## config.mk

```make
export PLATFORM = sky130hd
export DESIGN_NAME = cpr_reconfig_top
export DESIGN_NICKNAME = d
export VERILOG_FILES = /design/src/cpr_reconfig_top.v /design/src/cpr_image_mem.v
export VERILOG_INCLUDE_DIRS = /design/src /design/src/src
export SDC_FILE = /design/constraint.sdc
export NUM_CORES = 2
export LEC_CHECK = 0
export BUFFER_PORTS_ARGS = -buffer_cell sky130_fd_sc_hd__buf_4
export CORE_AREA = 4 4 322 324
export CTS_CLUSTER_SIZE = 10
export DETAILED_ROUTE_END_ITERATION = 10
export DIE_AREA = 0 0 326 328
export PLACE_DENSITY = 0.67
export SYNTH_ARGS = -nofsm -noshare
export SYNTH_HDL_FRONTEND = slang
export SYNTH_SLANG_ARGS = --single-unit
```

## constraint.sdc

```tcl
create_clock -name mclk_in -period 20.4 [get_ports mclk_in]
set_clock_uncertainty 0.2 [all_clocks]
set_input_delay 4.08 -clock mclk_in [delete_from_list [all_inputs] [get_ports mclk_in]]
set_output_delay 4.08 -clock mclk_in [all_outputs]
set_load 0.01 [all_outputs]
```

## src/cpr_consts.vh

```
// Constants for the channel and PLL reconfiguration clock-select block.
// Assumes inclusion by bare name from the design files.
`ifndef CPR_CONSTS_VH
`define CPR_CONSTS_VH
`define CPR_IMG_WORDS 59
`define CPR_IMG_AW 6
`define CPR_IMG_DW 16
`define CPR_NUM_CH 4
`define CPR_CH_W 2
`define CPR_MAX_REFCLK 10
`define CPR_REFCLK_W 4
// Image word layout: word 0 holds channel kind, pll index, refclk index
`define CPR_W_CHAN 6'h00
`define CPR_W_CSL 6'h01
`define CPR_W_PMA 6'h02
`define CPR_W_TXDIV 6'h03
`define CPR_W_RXDIV 6'h04
`define CPR_W_PLL 6'h05
`define CPR_F_KIND_LO 0
`define CPR_F_LPLL 2
`define CPR_F_REF_LO 4
`define CPR_F_PMAONLY 8
// Channel kinds
`define CPR_KIND_DUPLEX 2'h0
`define CPR_KIND_TXONLY 2'h1
`define CPR_KIND_RXONLY 2'h2
// Register addresses on the plain port
`define CPR_A_CTRL 4'h0
`define CPR_A_STATUS 4'h1
`define CPR_A_CLKSEL 4'h2
`define CPR_A_ALTIDX 4'h3
`define CPR_A_IMGADDR 4'h4
`define CPR_A_IMGDATA 4'h5
`define CPR_A_CHCFG 4'h6
`define CPR_A_PLLCFG 4'h7
`define CPR_A_CSL 4'h8
`define CPR_A_PMA 4'h9
`define CPR_A_DIV 4'ha
// CTRL bits
`define CPR_C_START 0
`define CPR_C_CH_LO 4
// STATUS bits
`define CPR_S_BUSY 0
`define CPR_S_ERR_DIR 1
`define CPR_S_ERR_REF 2
`define CPR_S_DONE 3
// CLKSEL bits
`define CPR_K_TXFAB 0
`define CPR_K_RXFAB 1
`define CPR_K_SHARED 2
`endif

```

## src/cpr_reconfig_top.v

```verilog
// Channel and multiplier PLL reconfiguration with core clock selection.
// Assumes a plain register port and one 100 MHz clock.
`timescale 1ns/1ps
`include "cpr_consts.vh"
module cpr_reconfig_top (
  input wire mclk_in,
  input wire rst_in,
  input wire [3:0] addr_in,
  input wire [15:0] wr_data_in,
  input wire wr_in,
  input wire rd_in,
  output reg [15:0] rd_data_out,
  output reg busy_out,
  output reg [`CPR_NUM_CH-1:0] ch_tx_pll_sel_out,
  output reg [`CPR_NUM_CH*2-1:0] tx_fifo_wclk_sel_out,
  output reg [`CPR_NUM_CH-1:0] rx_fifo_rclk_fab_out,
  output reg [`CPR_REFCLK_W-1:0] first_multiplier_pll_ref_out,
  output reg [`CPR_REFCLK_W-1:0] second_multiplier_pll_ref_out
);
  // FIFO write clock select codes
  localparam [1:0] WCLK_OWN = 2'h0;
  localparam [1:0] WCLK_CH0 = 2'h1;
  localparam [1:0] WCLK_FAB = 2'h2;
  localparam [1:0] WCLK_NONE = 2'h3;

  localparam [1:0] ST_IDLE = 2'h0;
  localparam [1:0] ST_READ = 2'h1;
  localparam [1:0] ST_APPLY = 2'h2;

  reg [1:0] state_reg;
  reg [`CPR_IMG_AW-1:0] ptr_reg;
  reg [`CPR_CH_W-1:0] tgt_reg;
  reg [`CPR_IMG_AW-1:0] img_addr_reg;
  reg first_cycle_reg;
  reg err_dir_reg;
  reg err_ref_reg;
  reg done_reg;
  reg [2:0] clksel_reg;
  reg alt_idx_reg;
  // Per-channel shadow of the applied settings
  reg [`CPR_NUM_CH*2-1:0] kind_reg;
  reg [`CPR_NUM_CH-1:0] pmaonly_reg;
  reg [`CPR_NUM_CH*16-1:0] csl_reg;
  reg [`CPR_NUM_CH*16-1:0] pma_reg;
  reg [`CPR_NUM_CH*16-1:0] div_reg;
  reg [15:0] pll_cfg_reg [0:1];
  reg [15:0] chan_word_reg;
  reg [15:0] pll_word_reg;
  // Staged channel words; nothing lands until the image is judged legal
  reg [15:0] csl_word_reg;
  reg [15:0] pma_word_reg;
  reg [15:0] div_word_reg;
  reg [`CPR_NUM_CH-1:0] lpll_reg;

  wire [15:0] img_q;
  wire img_we;
  wire [`CPR_IMG_AW-1:0] mem_addr;

  assign img_we = wr_in && addr_in == `CPR_A_IMGDATA && state_reg == ST_IDLE;
  assign mem_addr = (state_reg == ST_IDLE) ? img_addr_reg : ptr_reg;

  cpr_image_mem u_mem (
    .mclk_in(mclk_in),
    .wr_en_in(img_we),
    .addr_in(mem_addr),
    .wr_data_in(wr_data_in),
    .rd_data_out(img_q)
  );

  // Direction change check: transmit-only and receive-only never swap
  function dir_illegal;
    input [1:0] old_kind;
    input [1:0] new_kind;
    begin
      dir_illegal = (old_kind == `CPR_KIND_TXONLY && new_kind == `CPR_KIND_RXONLY) ||
        (old_kind == `CPR_KIND_RXONLY && new_kind == `CPR_KIND_TXONLY);
    end
  endfunction

  // Reference clock index field of the channel word
  function [`CPR_REFCLK_W-1:0] ref_of;
    input [15:0] w;
    begin
      ref_of = w[`CPR_F_REF_LO+3:`CPR_F_REF_LO];
    end
  endfunction

  // Channel kind field of the channel word
  function [1:0] kind_of;
    input [15:0] w;
    begin
      kind_of = w[`CPR_F_KIND_LO+1:`CPR_F_KIND_LO];
    end
  endfunction

  // Physical PLL for a logical index; alternate PLL sits at the second slot only while alt is 0, else the slots swap
  function phys_pll;
    input lidx;
    input alt;
    begin
      phys_pll = lidx ^ alt;
    end
  endfunction

  integer i;
  always @(posedge mclk_in or posedge rst_in) begin
    if (rst_in) begin
      state_reg <= ST_IDLE;
      ptr_reg <= 6'h00;
      tgt_reg <= 2'h0;
      img_addr_reg <= 6'h00;
      first_cycle_reg <= 1'b1;
      err_dir_reg <= 1'b0;
      err_ref_reg <= 1'b0;
      done_reg <= 1'b0;
      clksel_reg <= 3'h0;
      alt_idx_reg <= 1'b0;
      kind_reg <= {`CPR_NUM_CH*2{1'b0}};
      pmaonly_reg <= {`CPR_NUM_CH{1'b0}};
      csl_reg <= {`CPR_NUM_CH*16{1'b0}};
      pma_reg <= {`CPR_NUM_CH*16{1'b0}};
      div_reg <= {`CPR_NUM_CH*16{1'b0}};
      pll_cfg_reg[0] <= 16'h0000;
      pll_cfg_reg[1] <= 16'h0000;
      chan_word_reg <= 16'h0000;
      pll_word_reg <= 16'h0000;
      csl_word_reg <= 16'h0000;
      pma_word_reg <= 16'h0000;
      div_word_reg <= 16'h0000;
      lpll_reg <= {`CPR_NUM_CH{1'b0}};
      busy_out <= 1'b0;
      first_multiplier_pll_ref_out <= 4'h0;
      second_multiplier_pll_ref_out <= 4'h0;
    end else begin
      first_cycle_reg <= 1'b0;
      if (wr_in && addr_in == `CPR_A_CLKSEL) begin
        clksel_reg <= wr_data_in[2:0];
      end
      if (wr_in && addr_in == `CPR_A_ALTIDX) begin
        alt_idx_reg <= wr_data_in[0];
      end
      if (wr_in && addr_in == `CPR_A_IMGADDR) begin
        img_addr_reg <= wr_data_in[5:0];
      end else if (img_we || (rd_in && addr_in == `CPR_A_IMGDATA)) begin
        img_addr_reg <= img_addr_reg + 6'h01;
      end
      case (state_reg)
        ST_IDLE: begin
          // Busy held low in the first cycle after reset
          if (!first_cycle_reg && wr_in && addr_in == `CPR_A_CTRL &&
              wr_data_in[`CPR_C_START]) begin
            tgt_reg <= wr_data_in[`CPR_C_CH_LO+1:`CPR_C_CH_LO];
            ptr_reg <= 6'h00;
            err_dir_reg <= 1'b0;
            err_ref_reg <= 1'b0;
            done_reg <= 1'b0;
            busy_out <= 1'b1;
            state_reg <= ST_READ;
          end
        end
        ST_READ: begin
          // Memory answers one cycle after ptr; capture words in flight
          if (ptr_reg != 6'h00) begin
            case (ptr_reg - 6'h01)
              `CPR_W_CHAN: chan_word_reg <= img_q;
              `CPR_W_CSL: csl_word_reg <= img_q;
              `CPR_W_PMA: pma_word_reg <= img_q;
              `CPR_W_TXDIV: div_word_reg[7:0] <= img_q[7:0];
              `CPR_W_RXDIV: div_word_reg[15:8] <= img_q[7:0];
              `CPR_W_PLL: pll_word_reg <= img_q;
              default: ;
            endcase
          end
          if (ptr_reg == `CPR_W_PLL + 6'h01) begin
            state_reg <= ST_APPLY;
          end else begin
            ptr_reg <= ptr_reg + 6'h01;
          end
        end
        ST_APPLY: begin
          if (dir_illegal(kind_reg[tgt_reg*2 +: 2], kind_of(chan_word_reg))) begin
            err_dir_reg <= 1'b1;
          end else if (ref_of(chan_word_reg) >= `CPR_MAX_REFCLK) begin
            err_ref_reg <= 1'b1;
          end else begin
            kind_reg[tgt_reg*2 +: 2] <= kind_of(chan_word_reg);
            csl_reg[tgt_reg*16 +: 16] <= csl_word_reg;
            pma_reg[tgt_reg*16 +: 16] <= pma_word_reg;
            div_reg[tgt_reg*16 +: 16] <= div_word_reg;
            pmaonly_reg[tgt_reg] <= chan_word_reg[`CPR_F_PMAONLY];
            lpll_reg[tgt_reg] <= chan_word_reg[`CPR_F_LPLL];
            // Only the physical PLL that the image's logical index maps to under alt_idx_reg is rewritten
            if (phys_pll(chan_word_reg[`CPR_F_LPLL], alt_idx_reg)) begin
              pll_cfg_reg[1] <= pll_word_reg;
              second_multiplier_pll_ref_out <= ref_of(chan_word_reg);
            end else begin
              pll_cfg_reg[0] <= pll_word_reg;
              first_multiplier_pll_ref_out <= ref_of(chan_word_reg);
            end
            done_reg <= 1'b1;
          end
          busy_out <= 1'b0;
          state_reg <= ST_IDLE;
        end
        default: begin
          busy_out <= 1'b0;
          state_reg <= ST_IDLE;
        end
      endcase
    end
  end

  // Clock routing, recomputed every cycle from settings
  always @(posedge mclk_in or posedge rst_in) begin
    if (rst_in) begin
      ch_tx_pll_sel_out <= {`CPR_NUM_CH{1'b0}};
      tx_fifo_wclk_sel_out <= {`CPR_NUM_CH*2{1'b0}};
      rx_fifo_rclk_fab_out <= {`CPR_NUM_CH{1'b0}};
    end else begin
      for (i = 0; i < `CPR_NUM_CH; i = i + 1) begin
        ch_tx_pll_sel_out[i] <= phys_pll(lpll_reg[i], alt_idx_reg);
        if (pmaonly_reg[i]) begin
          tx_fifo_wclk_sel_out[i*2 +: 2] <= WCLK_NONE;
          rx_fifo_rclk_fab_out[i] <= 1'b0;
        end else begin
          if (clksel_reg[`CPR_K_TXFAB]) begin
            tx_fifo_wclk_sel_out[i*2 +: 2] <= WCLK_FAB;
          end else if (clksel_reg[`CPR_K_SHARED] && i != 0) begin
            tx_fifo_wclk_sel_out[i*2 +: 2] <= WCLK_CH0;
          end else begin
            tx_fifo_wclk_sel_out[i*2 +: 2] <= WCLK_OWN;
          end
          rx_fifo_rclk_fab_out[i] <= clksel_reg[`CPR_K_RXFAB];
        end
      end
    end
  end

  // Register read port, data one cycle after strobe
  always @(posedge mclk_in or posedge rst_in) begin
    if (rst_in) begin
      rd_data_out <= 16'h0000;
    end else if (rd_in) begin
      case (addr_in)
        `CPR_A_CTRL: rd_data_out <= {10'h000, tgt_reg, 4'h0};
        `CPR_A_STATUS: rd_data_out <= {12'h000, done_reg, err_ref_reg, err_dir_reg, busy_out};
        `CPR_A_CLKSEL: rd_data_out <= {13'h0000, clksel_reg};
        `CPR_A_ALTIDX: rd_data_out <= {15'h0000, alt_idx_reg};
        `CPR_A_IMGADDR: rd_data_out <= {10'h000, img_addr_reg};
        `CPR_A_IMGDATA: rd_data_out <= img_q;
        `CPR_A_CHCFG: rd_data_out <= {7'h00, pmaonly_reg[tgt_reg], 1'b0,
          lpll_reg[tgt_reg], 4'h0, kind_reg[tgt_reg*2 +: 2]};
        `CPR_A_PLLCFG: rd_data_out <= pll_cfg_reg[ch_tx_pll_sel_out[tgt_reg]];
        `CPR_A_CSL: rd_data_out <= csl_reg[tgt_reg*16 +: 16];
        `CPR_A_PMA: rd_data_out <= pma_reg[tgt_reg*16 +: 16];
        `CPR_A_DIV: rd_data_out <= div_reg[tgt_reg*16 +: 16];
        default: rd_data_out <= 16'h0000;
      endcase
    end
  end
endmodule

```

## src/cpr_image_mem.v

```verilog
// Small single-port memory holding one reconfiguration image.
// Assumes one clock; read data registered one cycle after the address.
`timescale 1ns/1ps
`include "cpr_consts.vh"
module cpr_image_mem (
  input wire mclk_in,
  input wire wr_en_in,
  input wire [`CPR_IMG_AW-1:0] addr_in,
  input wire [`CPR_IMG_DW-1:0] wr_data_in,
  output reg [`CPR_IMG_DW-1:0] rd_data_out
);
  reg [`CPR_IMG_DW-1:0] mem [0:`CPR_IMG_WORDS-1];

  always @(posedge mclk_in) begin
    if (wr_en_in && addr_in < `CPR_IMG_WORDS) begin
      mem[addr_in] <= wr_data_in;
    end
    // Out-of-range words read as zero
    if (addr_in < `CPR_IMG_WORDS) begin
      rd_data_out <= mem[addr_in];
    end else begin
      rd_data_out <= {`CPR_IMG_DW{1'b0}};
    end
  end
endmodule

```

## Word level (Yosys, flattened, before mapping)

Memories as Yosys holds them, arrays and structs flattened. A register that Yosys moved wholly into a read port is not among the register bits.
Cells that the tools add are included.

| operators by class | value |
|---|---|
| add/sub/neg operators | 5 |
| $lt $le $gt $ge | 5 |
| equality and inequality tests | 29 |
| shifts and indexed selects | 10 |
| multiplexer cells | 51 |
| bitwise logic cells | 10 |
| reductions and logical operators | 40 |

Operators by type and width:

| cell | number |
|---|---|
| 64-bit bitwise mux | 3 |
| 16-bit by 34-bit indexed part select with 64-bit output | 3 |
| 64-bit by 7-bit indexed part select with 16-bit output | 3 |
| 16-bit one-hot mux with 11 select lines | 1 |
| 16-bit by 34-bit variable shift with 64-bit output (first input constant) | 1 |
| 16-bit 2-to-1 mux | 3 |
| 3-bit negation with 34-bit output | 1 |
| 6-bit negation with 34-bit output | 1 |
| 2-bit by 34-bit variable shift with 8-bit output (first input constant) | 1 |
| 2-bit by 34-bit indexed part select with 8-bit output | 1 |
| 6-bit 2-to-1 mux | 5 |
| 3-bit AND reduction | 9 |
| 6-bit by 3-bit equality test with 1-bit output (second input constant) | 3 |
| 1-bit 2-to-1 mux | 18 |
| 4-bit by 3-bit equality test with 1-bit output (second input constant) | 4 |
| 2-bit 2-to-1 mux | 8 |
| 4-bit AND reduction | 4 |
| 1-bit logical AND | 13 |
| 6-bit by 1-bit adder with 6-bit output (second input constant) | 2 |
| 4-bit equality test (second input constant) | 3 |
| 6-bit by 2-bit equality test with 1-bit output (second input constant) | 2 |
| 2-bit != test (second input constant) | 6 |
| 6-bit one-hot mux with 2 select lines | 1 |
| 4-bit bitwise mux | 2 |
| 29 further kinds | 52 |

| word-level totals | value |
|---|---|
| flip-flop bits (word level) | 378 |
| memory bits (writable) | 944 |
| input bits | 24 |
| memories | 1 |

Memory list:

| memory | depth | width | rd ports | clocked after Yosys merged registers in | write ports | line | text |
|---|---|---|---|---|---|---|---|
| u_mem.mem | 59 | 16 | 1 | 1 | 1 | cpr_image_mem.v:12 | `` reg [`CPR_IMG_DW-1:0] mem [0:`CPR_IMG_WORDS-1]; `` |

## Longest topological paths before layout

| depth | value |
|---|---|
| depth in word-level cells | 7 |
| gate-level depth with buffers | 10 |

## Modules after synthesis

From an unflattened synthesis, not the netlist that was laid out.

| second synthesis, totals | value |
|---|---|
| cell total of the unflattened synthesis | 3507 |
| area total of the unflattened synthesis | 55106.6 um2 |

Modules (own cells, without submodules):

| module | instances | cells each | area each (um2) | seq. area each (um2) |
|---|---|---|---|---|
| cpr_image_mem | 1 | 1858 | 37051.8 | 28667.5 |
| cpr_reconfig_top | 1 | 1649 | 18054.8 | 9435.3 |

## Least setup slack after synthesis

OpenSTA, ideal clock, no wires.

| path | value |
|---|---|
| path kind | input to register |
| start point | input addr_in[0] |
| end point | memory u_mem.mem[11][0] (netlist name), enable pin |
| data arrival time | 6.265 ns |
| data required time | 19.812 ns |
| path slack | 13.546 ns |
| stages | 7 |
| buffers on the path | 2 |
| cells stage by stage | clkbuf_1 > nand2b_1 > nor2_1 > nand3_1 > or3b_2 > clkbuf_1 > nor2_1 |

| between the ends | value |
|---|---|
| cells in the longest elaborated chain, start to end | 6 |

Ends and longest elaborated chain:

| what | line | text |
|---|---|---|
| start, declared | cpr_reconfig_top.v:8 | `input wire [3:0] addr_in,` |
| 4-bit by 3-bit equality test with 1-bit output | - |  |
| 1-bit logical AND (no source line) | - |  |
| 1-bit logical AND | cpr_reconfig_top.v:59 | `` assign img_we = wr_in && addr_in == `CPR_A_IMGDATA && state_reg == ST_IDLE; `` |
| 1-bit logical AND (no source line) | - |  |
| 1-bit 2-to-1 mux | cpr_image_mem.v:15 | `` if (wr_en_in && addr_in < `CPR_IMG_WORDS) begin `` |
| 1-bit 2-to-1 mux (implied by the code) | cpr_image_mem.v:16 | `mem[addr_in] <= wr_data_in;` |
| end, declared | cpr_image_mem.v:12 |  |

No other way between the ends.

## Final worst setup path

| path | value |
|---|---|
| start point | input addr_in[3] |
| end point | memory u_mem.mem[20][9] (netlist name), enable pin |

The elaborated chain is that of the path after synthesis.

==> results.md <==
Status
• result of the run: finished clean

Setup path
• most frequent CP cell: nor2_1
• worst flop-to-flop path startpoint: state_reg[0]
• critical path type: in -> reg
• type of element launching the critical path: input port
• Arrival @ worst endpoint: 6920 ps
• critical-path cell with the highest stage delay: nor2_1
• buffer and inverter count on the worst path: 1
• maximum fanout along the worst path: 16
• endpoint class of the critical path: flip-flop
• worst path cell trace: buf_4, nand2b_1, nor2_1, nand3_1, nor3_1, nand2_1, nor2_1
• end of the worst register-to-register path: u_mem.mem[20][9]
• critical path's largest stage delay: 1180 ps
• critical path's top delay family: simple AND/OR/NAND/NOR gates
• number of cells on the worst reg-to-reg path: 8
• setup slack of the worst register-to-register path: 15200 ps
• Worst EP required: 20560 ps

Global route
• number of antenna violations at the first check in global routing: 1
• first-pass GRT wire length: 214 mm
• Remaining Overflow, GRT: 0
• pin count of the biggest net entering global routing: 110
• Tot GR Track Use: 26.8%
• via count of the first global-routing pass: 32751

Timing
• worst slew slack as a fraction of its limit: 11.9%
• portion of the clock cycle consumed by the worst path in the final layout: 33.1%
• Slew @ Worst Pin: 1320 ps
• Hold Vio Cnt, Final: 0
• Final setup violation count: 0
• setup_tns: 0 ps
• RSZ-0062 raised after global routing: no
• final number of max-transition violations: 0
• maximum operating frequency: 148 MHz
• minimum clock period after layout: 6760 ps

Clocking
• number of instances resized during post-cts repair: 0
• number of buffers created by CTS: 153
• CTS tree: yes
• cts-stage hold buffer count: 0
• count of clock tree sinks: 1337
• post-CTS repair timing setup buffer count: 0
• clk slew on worst S/H paths: 60 ps
• depth of the CTS H-tree: 4
• buffer cell driving the clock tree root: clkbuf_16
• worst-skew pair later-pin latency: 770 ps
• Longest Clk Path Bufs: 3

Synthesis
• count of state elements after synthesis: 1337
• gate count after technology mapping: 3761
• top flip-flop cell by instance count after synthesis: edfxtp_1
• most repeated cell in the gate-level netlist after synthesis: edfxtp_1
• Syn Std Cell Area: 53300 um^2
• count of flip-flops with a built-in enable after synthesis: 944
• Area contributors post-synth: edfxtp_1 53%, dfrtp_1 18%, nand2_1 4.0%, mux2_2 2.7%, o21ai_0 2.6%
• warning count from the yosys run: 0
• net count after synthesis: 3800
• cell type with the highest aggregate area in the netlist: edfxtp_1
• portion of the post-synthesis area used by sequential elements: 71.6%
• list of most frequent post-synthesis cells: 944 x edfxtp_1, 568 x nand2_1, 376 x dfrtp_1
• count of distinct cell types in the synthesized netlist: 77
• Synth Area per Inst: 14.2 um^2
• area fraction of the dominant cell type after synthesis: 53.2%
• Post-synth ARST share: 28.2%

Detailed routing
• wire length per cell after detailed routing: 27.3 um
• DR iter-0 viols: 4472
• aggregate routed wire length: 144 mm
• number of nets with antenna violations after detailed routing: 0
• detailed-route via count: 33642
• 1st-pass router iterations: 9
• number of remaining DRC errors: 0
• Vias/cell: 6.38

Worst hold path
• hold path start: pmaonly_reg[0]
• HP Class: reg -> reg
• cell depth of the worst hold path: 0
• Hold Path End: tx_fifo_wclk_sel_out[0]

Pwr
• areal power density over the cells: 121 nW/um^2
• reported leakage power: 21.1 nW
• Peak VDD IR: 85.0 uV

Placed design
• number of buffers added on ports: 64
• post-placement cell count: 5054
• final RePlAce weighted congestion: 0.873
• sum of net half-perimeters after detailed placement: 83.1 mm

Die
• number of top-level pins: 65
• die height: 328 um
• Floorplan Core Area: 101000 um^2
• initial core utilization: 52.6%
• Die Footprint: 107000 um^2
• standard-cell row count: 117
• die width: 326 um

Flow run
• max cap viols: 0

Layout
• filler-free cell count of the finished design: 5272
• final net count: 3880
• fill cell total of the finished layout: 7734
• max reg flops: 944
• top register by number of flip-flops: u_mem.mem
• Area Overhead vs Synth: 12.2%
• proportion of layout cells with a drive suffix above 1: 14.2%

through the flow:
stage	total power [mW]	worst slack [ps]	hold slack, ps	util, %	cell area (um^2)
finish	7.22	13640	260	59.1	59800
CTS	7.23	13810	259	59.1	59800
global route	7.46	13670	288	59.1	59800
detailed placement	4.80	13020	249	54.7	55400
global placement	4.78	13050	248	54.7	55400
floorplan	4.09	5650	198	-	53300
kinds of logic after synthesis:
kind of cell / count (synthesis) / share of synthesized area (%)
adders and majority gates: 15 / 0.352
AOI/OAI and AO/OA: 943 / 12.8
and+or+nand+nor: 945 / 7.81
muxes: 238 / 5.18
other: 1 / 0.00704
xor gates and xnor gates: 10 / 0.164
buffers and inverters: 272 / 2.18
DFF: 1337 / 71.6
power breakdown:
group          switching [mW]  total [mW]  internal (mW)
clock                    1.04        2.44           1.40
sequential             0.0986        3.07           2.97
combinational            1.17        1.70          0.528
cell usage in the layout (no fill, tap or decap), types with 8 or more instances in the layout:
cell and n:
xor2_1 9, nor2b_1 25, a222oi_1 97, nand2_1 567, a22oi_1 58, clkbuf_1 45, nand2b_1 74, a31oi_1 91
a22o_1 62, a32oi_1 12, nand3_1 50, nor3_1 23, mux2i_1 91, dfxtp_1 16, ha_1 15, a21oi_1 67
a2bb2oi_1 17, dfrtp_1 372, or3_1 11, o21ai_0 276, nand4_1 20, nor2_1 118, a211oi_1 32, inv_1 9
edfxtp_1 944, o22a_1 13, clkbuf_16 153, a221oi_1 149, mux4_2 17, and3_1 8, a221o_1 18, mux2_2 130
nand3b_1 8, buf_4 185
final cells by class:
class                   count  area [um^2]  area share, %
flip-flops and latches   1337        38100           63.8
multi-input cells        2152        14100           23.6
clock buffers             201         4040           6.76
well taps                1368         1710           2.86
repair buffers            185         1390           2.32
clock inverters            16          339          0.567
inverters                  12         52.6         0.0879
diodes                      1         2.50        0.00419
routing by layer:
| metal | routed length, um | part of all wire (%) | vias to the layer above | track usage (%) |
|---|---|---|---|---|
| met2 | 67700 | 47 | 1660 | 42.4 |
| met5 | 0 | 0 | - | 0 |
| met3 | 12100 | 8.4 | 334 | 4.69 |
| met1 | 57600 | 40 | 16996 | 36.7 |
| li1 | - | - | 14652 | - |
| met4 | 6710 | 4.7 | 0 | 12.3 |
how the worst max path moves through the flow:
| stage | from | to | slack (ps) | depth (start not counted) |
|---|---|---|---|---|
| after floorplan | rst_in | alt_idx_reg | 5650 | 1 |
| after detailed placement | addr_in[3] | u_mem.mem[20][4] | 13020 | 7 |
| after CTS | addr_in[3] | u_mem.mem[20][9] | 13810 | 7 |
| final | addr_in[3] | u_mem.mem[20][9] | 13640 | 7 |
| after global placement | addr_in[3] | u_mem.mem[21][5] | 13050 | 7 |
| after global routing | addr_in[1] | u_mem.mem[20][13] | 13670 | 7 |
Power figures use the tool's default switching activity.
